==> src/nbi_consts.vh <==
`ifndef NBI_CONSTS_VH
`define NBI_CONSTS_VH
// controller register map (word offsets on the plain port)
`define NBI_REG_CTRL      4'h0
`define NBI_REG_STATUS    4'h1
`define NBI_REG_CMD       4'h2
`define NBI_REG_ADDR_LO   4'h3
`define NBI_REG_ADDR_HI   4'h4
`define NBI_REG_WDATA     4'h5
`define NBI_REG_RDATA     4'h6
`define NBI_REG_COUNT     4'h7
`define NBI_REG_OP        4'h8
// ctrl fields
`define NBI_CTRL_TGT0     0
`define NBI_CTRL_TGT1     1
`define NBI_CTRL_WP       2
`define NBI_CTRL_EXT_OUT  3
`define NBI_CTRL_RESET    8'h00
// op codes written to the op register
`define NBI_OP_CMD        3'h1
`define NBI_OP_ADDR5      3'h2
`define NBI_OP_WRITE      3'h3
`define NBI_OP_READ       3'h4
`define NBI_OP_ADDR1      3'h5
// status fields
`define NBI_ST_BUSY       0
`define NBI_ST_READY      1
`define NBI_ST_RVALID     2
`define NBI_ST_WP_WAIT    3
// command codes accepted while busy
`define NBI_CMD_STATUS    8'h70
`define NBI_CMD_DIE_STAT  8'h78
// timing at 250 MHz, 4 ns period
`define NBI_CLK_NS        4
`define NBI_STROBE_NS     20
`define NBI_STROBE_CYC    ((`NBI_STROBE_NS + `NBI_CLK_NS - 1) / `NBI_CLK_NS)
`define NBI_SLOW_RC_NS    30
`define NBI_GUARD_NS      100
`define NBI_GUARD_CYC     ((`NBI_GUARD_NS + `NBI_CLK_NS - 1) / `NBI_CLK_NS)
// address layout
`define NBI_COL_LIMIT     13'h10e0
`define NBI_PLANE_BIT     7
`endif

==> src/nbi_host.v <==
`include "nbi_consts.vh"
`default_nettype none
// What this block does
// - each target driven only through its own select line
// - pausing data transfers holds the relevant strobe high
// - unused address bits driven low; cycle count matches command
// - five address cycles: column, column, page plus plane, block, block
// - column addresses 4320 to 8191 are never sent
// - fast cycles capture at the end of the high phase after read rise, slow on read rise
// - protect changes only when ready, then wait settle time
module nbi_host #(
	parameter GUARD_CYC = `NBI_GUARD_CYC
) (
	input  wire        clk,
	input  wire        srst,
	input  wire [3:0]  reg_addr,
	input  wire [31:0] reg_wdata,
	input  wire        reg_wr,
	input  wire        reg_rd,
	output reg  [31:0] reg_rdata,
	output reg         select_n,
	output reg         second_target_select_n,
	output reg         cmd_latch,
	output reg         addr_latch,
	output reg         write_strobe_n,
	output reg         read_strobe_n,
	output reg         protect_n,
	output reg  [7:0]  io_out,
	input  wire [7:0]  io_in,
	output reg         io_oe_n,
	output wire        data_strobe_oe_n,
	input  wire        ready_busy_n
);
	localparam ST_IDLE = 3'd0;
	localparam ST_LOW  = 3'd1;
	localparam ST_HIGH = 3'd2;
	localparam ST_NEXT = 3'd3;
	localparam ST_SETL = 3'd4;

	reg [7:0]  ctrl;
	reg [7:0]  cmd;
	reg [31:0] addr_lo;
	reg [7:0]  addr_hi;
	reg [7:0]  wdata;
	reg [7:0]  rdata;
	reg        rvalid;
	reg [15:0] count;
	reg [2:0]  op;
	reg [2:0]  state;
	reg [2:0]  idx;
	reg [15:0] guard;
	wire       tick;
	wire       busy_pin = !ready_busy_n;
	// strobe width rounded up to whole cycles so no phase is shorter than the minimum
	localparam integer STROBE_CYC = `NBI_STROBE_CYC;
	wire [7:0] strobe_len = STROBE_CYC[7:0];

	assign data_strobe_oe_n = 1'b1;

	nbi_phase_timer #(.WIDTH(8)) u_timer (
		.clk       (clk),
		.srst      (srst),
		.run       (state == ST_LOW || state == ST_HIGH),
		.phase_len (strobe_len),
		.tick      (tick)
	);

	////////////////////////////////////////////////////////////////////////
	// byte of the five-cycle address, unused bits forced low
	function [7:0] addr_byte;
		input [2:0]  i;
		input [31:0] lo;
		input [7:0]  hi;
		begin
			case (i)
			3'd0: addr_byte = lo[7:0];
			3'd1: addr_byte = {3'b000, lo[12:8]};
			3'd2: addr_byte = lo[23:16];
			3'd3: addr_byte = lo[31:24];
			default: addr_byte = {5'b00000, hi[2:0]};
			endcase
		end
	endfunction

	// out-of-range columns are clamped to zero so they never reach the pins
	wire col_bad = addr_lo[12:0] >= `NBI_COL_LIMIT;
	wire [31:0] addr_use = col_bad ? {addr_lo[31:16], 16'h0000} : addr_lo;
	wire busy_ok = !busy_pin || cmd == `NBI_CMD_STATUS || cmd == `NBI_CMD_DIE_STAT;
	wire wp_change = reg_wr && reg_addr == `NBI_REG_CTRL && reg_wdata[`NBI_CTRL_WP] != ctrl[`NBI_CTRL_WP];

	////////////////////////////////////////////////////////////////////////
	always @(posedge clk) begin
		if (srst) begin
			ctrl    <= `NBI_CTRL_RESET;
			cmd     <= 8'h00;
			addr_lo <= 32'h00000000;
			addr_hi <= 8'h00;
			wdata   <= 8'h00;
			count   <= 16'h0000;
			op      <= 3'h0;
		end else if (reg_wr) begin
			case (reg_addr)
			`NBI_REG_CTRL: begin
				// protect may only move while ready and idle
				if (state == ST_IDLE && !busy_pin)
					ctrl <= reg_wdata[7:0];
				else
					ctrl <= {reg_wdata[7:3], ctrl[2], reg_wdata[1:0]};
			end
			`NBI_REG_CMD:     cmd <= reg_wdata[7:0];
			`NBI_REG_ADDR_LO: addr_lo <= reg_wdata;
			`NBI_REG_ADDR_HI: addr_hi <= reg_wdata[7:0];
			`NBI_REG_WDATA:   wdata <= reg_wdata[7:0];
			`NBI_REG_COUNT:   count <= reg_wdata[15:0];
			`NBI_REG_OP:      op <= reg_wdata[2:0];
			default: ;
			endcase
		end
	end

	always @(posedge clk) begin
		if (srst)
			reg_rdata <= 32'h00000000;
		else if (reg_rd) begin
			case (reg_addr)
			`NBI_REG_CTRL:    reg_rdata <= {24'h000000, ctrl};
			`NBI_REG_STATUS:  reg_rdata <= {28'h0000000, guard != 16'h0000, rvalid, ready_busy_n,
						state != ST_IDLE};
			`NBI_REG_CMD:     reg_rdata <= {24'h000000, cmd};
			`NBI_REG_ADDR_LO: reg_rdata <= addr_lo;
			`NBI_REG_ADDR_HI: reg_rdata <= {24'h000000, addr_hi};
			`NBI_REG_RDATA:   reg_rdata <= {24'h000000, rdata};
			`NBI_REG_COUNT:   reg_rdata <= {16'h0000, count};
			default:          reg_rdata <= 32'h00000000;
			endcase
		end
	end

	////////////////////////////////////////////////////////////////////////
	// bus sequencer; every phase is held at least one strobe width
	always @(posedge clk) begin
		if (srst) begin
			state          <= ST_IDLE;
			idx            <= 3'd0;
			guard          <= 16'h0000;
			select_n       <= 1'b1;
			second_target_select_n <= 1'b1;
			cmd_latch      <= 1'b0;
			addr_latch     <= 1'b0;
			write_strobe_n <= 1'b1;
			read_strobe_n  <= 1'b1;
			protect_n      <= 1'b0;
			io_out         <= 8'h00;
			io_oe_n        <= 1'b1;
			rdata          <= 8'h00;
			rvalid         <= 1'b0;
		end else begin
			protect_n <= ctrl[`NBI_CTRL_WP];
			if (wp_change && state == ST_IDLE && !busy_pin)
				guard <= GUARD_CYC[15:0];
			else if (guard != 16'h0000)
				guard <= guard - 16'h0001;
			if (reg_rd && reg_addr == `NBI_REG_RDATA)
				rvalid <= 1'b0;
			case (state)
			ST_IDLE: begin
				// idle bus: select held high until an op starts, both strobes high
				write_strobe_n <= 1'b1;
				read_strobe_n  <= 1'b1;
				cmd_latch      <= 1'b0;
				addr_latch     <= 1'b0;
				io_oe_n        <= 1'b1;
				idx            <= 3'd0;
				if (reg_wr && reg_addr == `NBI_REG_OP && guard == 16'h0000) begin
					select_n <= !ctrl[`NBI_CTRL_TGT0];
					second_target_select_n <= !ctrl[`NBI_CTRL_TGT1] || ctrl[`NBI_CTRL_TGT0];
					state <= ST_SETL;
				end else begin
					select_n <= 1'b1;
					second_target_select_n <= 1'b1;
				end
			end
			ST_SETL: begin
				// only one qualifier at a time, so no invalid mix reaches the pins
				cmd_latch  <= (op == `NBI_OP_CMD);
				addr_latch <= (op == `NBI_OP_ADDR5 || op == `NBI_OP_ADDR1);
				io_oe_n    <= (op == `NBI_OP_READ);
				if (op == `NBI_OP_CMD)
					io_out <= cmd;
				else if (op == `NBI_OP_WRITE)
					io_out <= wdata;
				else
					io_out <= addr_byte(idx, addr_use, addr_hi);
				if (op == `NBI_OP_READ && !busy_ok)
					state <= ST_IDLE;
				else if ((op == `NBI_OP_ADDR5 || op == `NBI_OP_ADDR1 || op == `NBI_OP_WRITE)
						&& busy_pin && cmd != `NBI_CMD_DIE_STAT)
					state <= ST_IDLE;
				else if (op == `NBI_OP_CMD && busy_pin && !busy_ok)
					state <= ST_IDLE;
				else if (op < `NBI_OP_CMD || op > `NBI_OP_ADDR1)
					state <= ST_IDLE;
				else begin
					// strobe falls as the phase timer starts, so the low phase spans a full strobe width
					// never both strobes low
					if (op == `NBI_OP_READ)
						read_strobe_n <= 1'b0;
					else
						write_strobe_n <= 1'b0;
					state <= ST_LOW;
				end
			end
			ST_LOW: begin
				if (tick) begin
					// slow timing samples just before the rising edge
					if (op == `NBI_OP_READ && !ctrl[`NBI_CTRL_EXT_OUT]) begin
						rdata  <= io_in;
						rvalid <= 1'b1;
					end
					write_strobe_n <= 1'b1;
					read_strobe_n  <= 1'b1;
					state <= ST_HIGH;
				end
			end
			ST_HIGH: begin
				// strobe high pauses the transfer between bytes
				if (tick) begin
					if (op == `NBI_OP_READ && ctrl[`NBI_CTRL_EXT_OUT]) begin
						rdata  <= io_in;
						rvalid <= 1'b1;
					end
					state <= ST_NEXT;
				end
			end
			ST_NEXT: begin
				if (op == `NBI_OP_ADDR5 && idx != 3'd4) begin
					idx   <= idx + 3'd1;
					state <= ST_SETL;
				end else
					state <= ST_IDLE;
			end
			default: state <= ST_IDLE;
			endcase
		end
	end
endmodule // nbi_host
`default_nettype wire

==> src/nbi_phase_timer.v <==
`default_nettype none
// one-cycle tick every phase_len cycles while run is high
module nbi_phase_timer #(
	parameter WIDTH = 8
) (
	input  wire             clk,
	input  wire             srst,
	input  wire             run,
	input  wire [WIDTH-1:0] phase_len,
	output wire             tick
);
	reg [WIDTH-1:0] count;
	assign tick = run && (count == phase_len - {{(WIDTH-1){1'b0}}, 1'b1});
	always @(posedge clk) begin
		if (srst || !run || tick)
			count <= {WIDTH{1'b0}};
		else
			count <= count + {{(WIDTH-1){1'b0}}, 1'b1};
	end
endmodule // nbi_phase_timer
`default_nettype wire
==> config.mk <==
export PLATFORM = sky130hd
export DESIGN_NAME = nbi_host
export DESIGN_NICKNAME = d
export VERILOG_FILES = /design/src/nbi_host.v /design/src/nbi_phase_timer.v
export VERILOG_INCLUDE_DIRS = /design/src
export SDC_FILE = /design/constraint.sdc
export NUM_CORES = 1
export LEC_CHECK = 0
export ABC_AREA = 1
export BUFFER_PORTS_ARGS = -buffer_cell sky130_fd_sc_hd__buf_2
export CAP_MARGIN = 20
export CORE_MARGIN = 10
export CORE_UTILIZATION = 45
export DETAILED_ROUTE_END_ITERATION = 16
export SETUP_SLACK_MARGIN = 0.2
export SLEW_MARGIN = 30
export SYNTH_ARGS = -nofsm -noshare
export SYNTH_HDL_FRONTEND = slang
export SYNTH_SLANG_ARGS = --single-unit
export TNS_END_PERCENT = 1
==> constraint.sdc <==
create_clock -name clk -period 2.03 [get_ports clk]
set_input_delay 0.406 -clock clk [delete_from_list [all_inputs] [get_ports clk]]
set_output_delay 0.406 -clock clk [all_outputs]
set_load 0.01 [all_outputs]
======== Yosys cells after proc, flatten, opt, wreduce, memory -nomap -nowiden ========
Cells that the tools add are included.
storage, ports and cells
  output and inout bits ................... 49
  register bits ........................... 170
  logic and storage cells ................. 173
  input bits .............................. 49
cells by class
  $add $sub $neg .......................... 3
  mux-type cells .......................... 47
  reductions and logical operators ........ 57
  magnitude comparators ................... 3
  eq/ne operators ......................... 38
operators by type and width
  kind                   count
  $pmux 32 s7            1
  $mux 8                 6
  $pmux 8 s4             1
  $mux 1                 22
  $eq 3x2->1 const B     6
  $logic_and 1x1->1      17
  $eq 4x3->1 const B     4
  $eq 8x7->1 const B     2
  $logic_not 16->1       1
  $pmux 8 s2             1
  $reduce_and 2->1       8
  $reduce_bool 16->1     1
  $sub 16x1->16 const B  1
  $mux 3                 5
  $pmux 3 s5             1
  $ne 2x2->1 const B     7
  $reduce_and 7->1       2
  $ge 13x13->1 const B   1
  $mux 13                1
  $mux 5                 2
  $ne 2x1->1 const B     5
  $eq 3x1->1 const B     3
  $eq 3x3->1 const B     3
  $logic_or 1x1->1       9
  22 further kinds       38

======== Longest topological paths before layout ========
  word-level depth ........................ 9
  depth in mapped cells ................... 12

======== Hierarchy ========
From an unflattened synthesis, not the netlist that was laid out.
unflattened totals
  cells, all modules ...................... 1159
  area, all modules ....................... 7937.6 µm²
by module, submodules not included
  module           area each (µm²)  times used  sequential area each (µm²)  cells an instance
  nbi_host         7277.0           1           3243.1                      1045
  nbi_phase_timer  660.6            1           160.2                       114

======== Worst setup path after synthesis ========
Ideal clock, no wire load.
  path type ............................... register -> register
  start ................................... register idx[0]
  end ..................................... register io_out[0]
  setup slack ............................. 516 ps
  clock period less this slack ............ 1514 ps
  stages on the path, launching flop included .. 13
  data arrival time ....................... 1392 ps
  path through ............................ dfxtp_1 -> ha_1 -> ha_1 -> clkinv_1 -> nand2_1 -> nor2_2 -> nand2_1 -> nand2_1 -> inv_1 -> nand2_1 -> nand2_1 -> nand2_1 -> a21oi_2
on the way
  word-level cells in the longest chain between the ends .. 4
ends and longest elaborated chain
  element                                   line            source
  start: declaration                        nbi_host.v:50   reg [2:0] idx;
  start signal: assignment                  nbi_host.v:237  idx <= idx + 3'd1;
  $eq 3x2->1, or another cell as far along  nbi_host.v:75   case (i)
  $pmux 8 s4 (*)                            nbi_host.v:75
  $mux 8 (*)                                nbi_host.v:190  else if (op == `NBI_OP_WRITE)
  $mux 8 (*)                                nbi_host.v:188  if (op == `NBI_OP_CMD)
  end signal: assignment                    nbi_host.v:189  io_out <= cmd;
  end signal: assignment                    nbi_host.v:191  io_out <= wdata;
  end signal: assignment                    nbi_host.v:193  io_out <= addr_byte(idx, addr_use, addr_hi);
  end: declaration                          nbi_host.v:28   output reg [7:0] io_out,
Mark *: on every way between the ends. The rest lies on a longest branch, timed or not.
A chain may end at the register's enable or synchronous reset.

======== Worst setup path after layout ========
  start ................................... register idx[0]
  end ..................................... register io_out[1]
The elaborated chain is that of the path after synthesis.

==> flow_summary_export.csv <==
group,metric,value,unit
detailed_routing,antenna_left,0,
grt,grt_pass1_vias,6899,
detailed_routing,drtIter0Drc,511,
synthesis,synth_top_cell_area_share,43.1,%
detailed_routing,via_per_inst,5.04,
clock_network,clock_sinks,170,
clock_network,cts_tree,"yes",
synthesis,netlist_instances,1109,
cells_and_area,syn_to_final_growth,15.7,%
critical_path,crit_chain,"ha_1 -> ha_1 -> clkinvlp_4 -> nand2_1 -> nor2_4 -> nand2_1 -> nand2_1 -> inv_1 -> nand2_1 -> nand2_1 -> nand2_1 -> a21oi_2",
min_path,holdCritStartpoint,"io_in[5]",
cells_and_area,fill_cells,1760,
floorplanning,fp-row-count,48,
timing,setup_viol_count_final,0,
power_and_ir_drop,fin_total_pwr,9500,uW
timing,skew,0.0114,ns
detailed_routing,vias,7210,
cells_and_area,drive_gt1_share,16.7,%
cells_and_area,layout_commonest_cell,"nand2_1",
timing,max_freq,586,MHz
grt,grt_start_max_net_pins,50,
place,place_congestion,0.875,
grt,grt_pass1_wl,35.3,mm
critical_path,critical_path.max_stage_delay,0.33,ns
synthesis,synth-seq-area-share,43.1,%
timing,report.final.slew_viol_count,0,
synthesis,synth.avg_cell_area,7.13,sq um
timing,timing_hold_violations_final,0,
synthesis,yosys.area.top_type,"dfxtp_1",
place,io_buffers,96,
clock_network,cts_buffers,17,
critical_path,worstPathRequired,2.35,ns
critical_path,r2r_cells,12,
clock_network,cts_hold_buffers,0,
power_and_ir_drop,peakVddDrop,732,uV
min_path,whs_endpoint,"rdata[5]",
timing,tightestPinTransition,0.512,ns
floorplanning,core-area,17200,sq um
synthesis,synth_area,7910,sq um
timing,period_needed,1.71,ns
floorplanning,die_y,153,um
synthesis,ys.warnings.count,0,
critical_path,reg2reg_to,"io_out[1]",
timing,slew_headroom,65.9,%
synthesis,synthDistinctLibCells,42,
detailed_routing,drc,0,
place,hpwl,16.0,mm
critical_path,slowest_stage,"dfxtp_1",
cells_and_area,mostFrequentLayoutCells,"nand2_1, dfxtp_1, nor2_1, inv_1, a21oi_1",
grt,gr-usage-all-layers,18.3,%
timing,rsz0062_at_grt,"yes",
critical_path,path_delay_family,"simple AND/OR/NAND/NOR gates",
floorplanning,io_pins,98,
detailed_routing,first_pass_iters,5,
cells_and_area,nets,1252,
run_status,status,"completed",
job,cap_violations,0,
critical_path,endpoint_kind,"flip-flop",
critical_path,critical_path_class,"reg -> reg",
critical_path,cp-startpoint,"idx[0]",
grt,antenna_found_initial,0,
critical_path,rrSetupSlack,0.32,ns
clock_network,cts_root_buffer,"clkbuf_16",
synthesis,ys_ff_latch,170,
timing,setup-tns-final,0,ns
clock_network,clkTransAtPathRegs,0.07,ns
clock_network,htree_levels,4,
cells_and_area,antennaDiodeCount,0,
min_path,hold_path_class,"in -> reg",
cells_and_area,multi_input_area,3760,sq um
power_and_ir_drop,power_density,1040,nW/um^2
critical_path,r2r_start,"idx[0]",
critical_path,path_buf_inv,2,
critical_path,cp.arrival,2.03,ns
timing,fin_crit_sh,84.1,%
clock_network,cts_buffer_depth,2,
cells_and_area,seq_area,3400,sq um
grt,gr-total-overflow,0,
critical_path,cp_max_fo,9,
critical_path,cp-start-kind,"flip-flop",
clock_network,clock_latency,0.44,ns
synthesis,synth_area_leaders,"dfxtp_1, nand2_1, nor2_1",
min_path,holdPathStages,3,
detailed_routing,avgRoutedWirePerCell,15.2,um
synthesis,synthesis.nets,1167,
floorplanning,die_w,153,um
floorplanning,dieArea,23300,sq um
floorplanning,start_util,45.9,%
power_and_ir_drop,p_leak,0.00391,uW
critical_path,crit_path_frequent_cell,"nand2_1",
detailed_routing,routed_wl,21.7,mm
==> final cells by class <==
cell class / count / share of cell area (%)
timing repair buffer: 108 / 6.92
multi-input combinational: 768 / 41.2
clock buffer: 19 / 4.84
inverter: 129 / 5.45
clock inverter: 12 / 1.31
sequential: 170 / 37.2
tap: 225 / 3.08
==> power breakdown <==
group          internal (uW)  switching, uW
clock network           1730           1420
registers               3620            210
logic                    886           1640
total                   6230           3260
==> timing repair <==
| item | CTS | global route |
|---|---|---|
| setup buffers | 0 | 0 |
| gates resized for setup | 0 | 3 |
| setup endpoints to repair | 0 | 10 |
==> tightest hold or removal path, cell delays in order <==
cell and delay [ns]:
buf_2 0.07, nor2_1 0.03, nor2_1 0.09
==> layer usage <==
metal	global-route usage, %	vias up	routed length (um)
met3	4.15	20	994
met1	23.5	3280	10200
li1	-	3750	-
met5	0	-	0
met2	30.2	160	10200
met4	4.77	0	280
==> stage by stage <==
| stage | cell area (sq um) | setup slack [ns] | utilization [%] | cells | hold slack (ns) |
|---|---|---|---|---|---|
| global route | 9140 | 0.151 | 53.0 | 1431 | 0.218 |
| CTS | 9130 | 0.299 | 53.0 | 1431 | 0.191 |
| floorplan | 7910 | 0.516 | - | 1109 | 0.425 |
| detailed placement | 8570 | 0.301 | 49.7 | 1400 | 0.447 |
| global placement | 8570 | 0.309 | 49.7 | 1400 | 0.440 |
| finish | 9140 | 0.323 | 53.0 | 1431 | 0.196 |
==> synthesized netlist by cell type (all sizes together) <==
cell type and number:
dfxtp 170, o21bai 3, buf 24, nor4 1
inv 126, nand4 5, conb 1, xnor2 2
xor2 13, clkbuf 18, nand3 32, o211ai 2
nand2 248, o21ai 139, a21oi 115, clkinv 3
a31oi 3, nor2 159, o22ai 22, nor3 12
ha 9, or2 2
==> worst max-delay path by stage <==
stage,to,slack (ns),depth (start not counted)
finish,io_out[1],0.32,12
global route,io_out[6],0.15,10
CTS,io_out[1],0.30,12
detailed placement,guard[15],0.30,9
global placement,io_out[1],0.31,12
floorplan,io_out[0],0.52,12
==> registers in the layout, indices dropped and copies added, names as in the netlist, 3 cells and up <==
register       flops
addr_lo           32
reg_rdata         32
count             16
guard             16
addr_hi            8
cmd                8
ctrl               8
io_out             8
rdata              8
u_timer.count      8
wdata              8
idx                3
op                 3
state              3
==> logic make-up (layout without fill, tap and decap cells) <==
| group | count (synthesis) | count (layout) | synth area share, % |
|---|---|---|---|
| adder cells (fa/ha/maj) | 9 | 9 | 1.42 |
| AO/OA/AOI/OAI | 284 | 284 | 19.1 |
| buffers and inverters | 171 | 268 | 9.43 |
| AND/OR/NAND/NOR | 459 | 459 | 25.3 |
| XOR/XNOR | 15 | 15 | 1.66 |
| flip-flops | 170 | 170 | 43.1 |
| other | 1 | 1 | 0.0474 |
No activity file was read; power rests on OpenSTA's default activity.
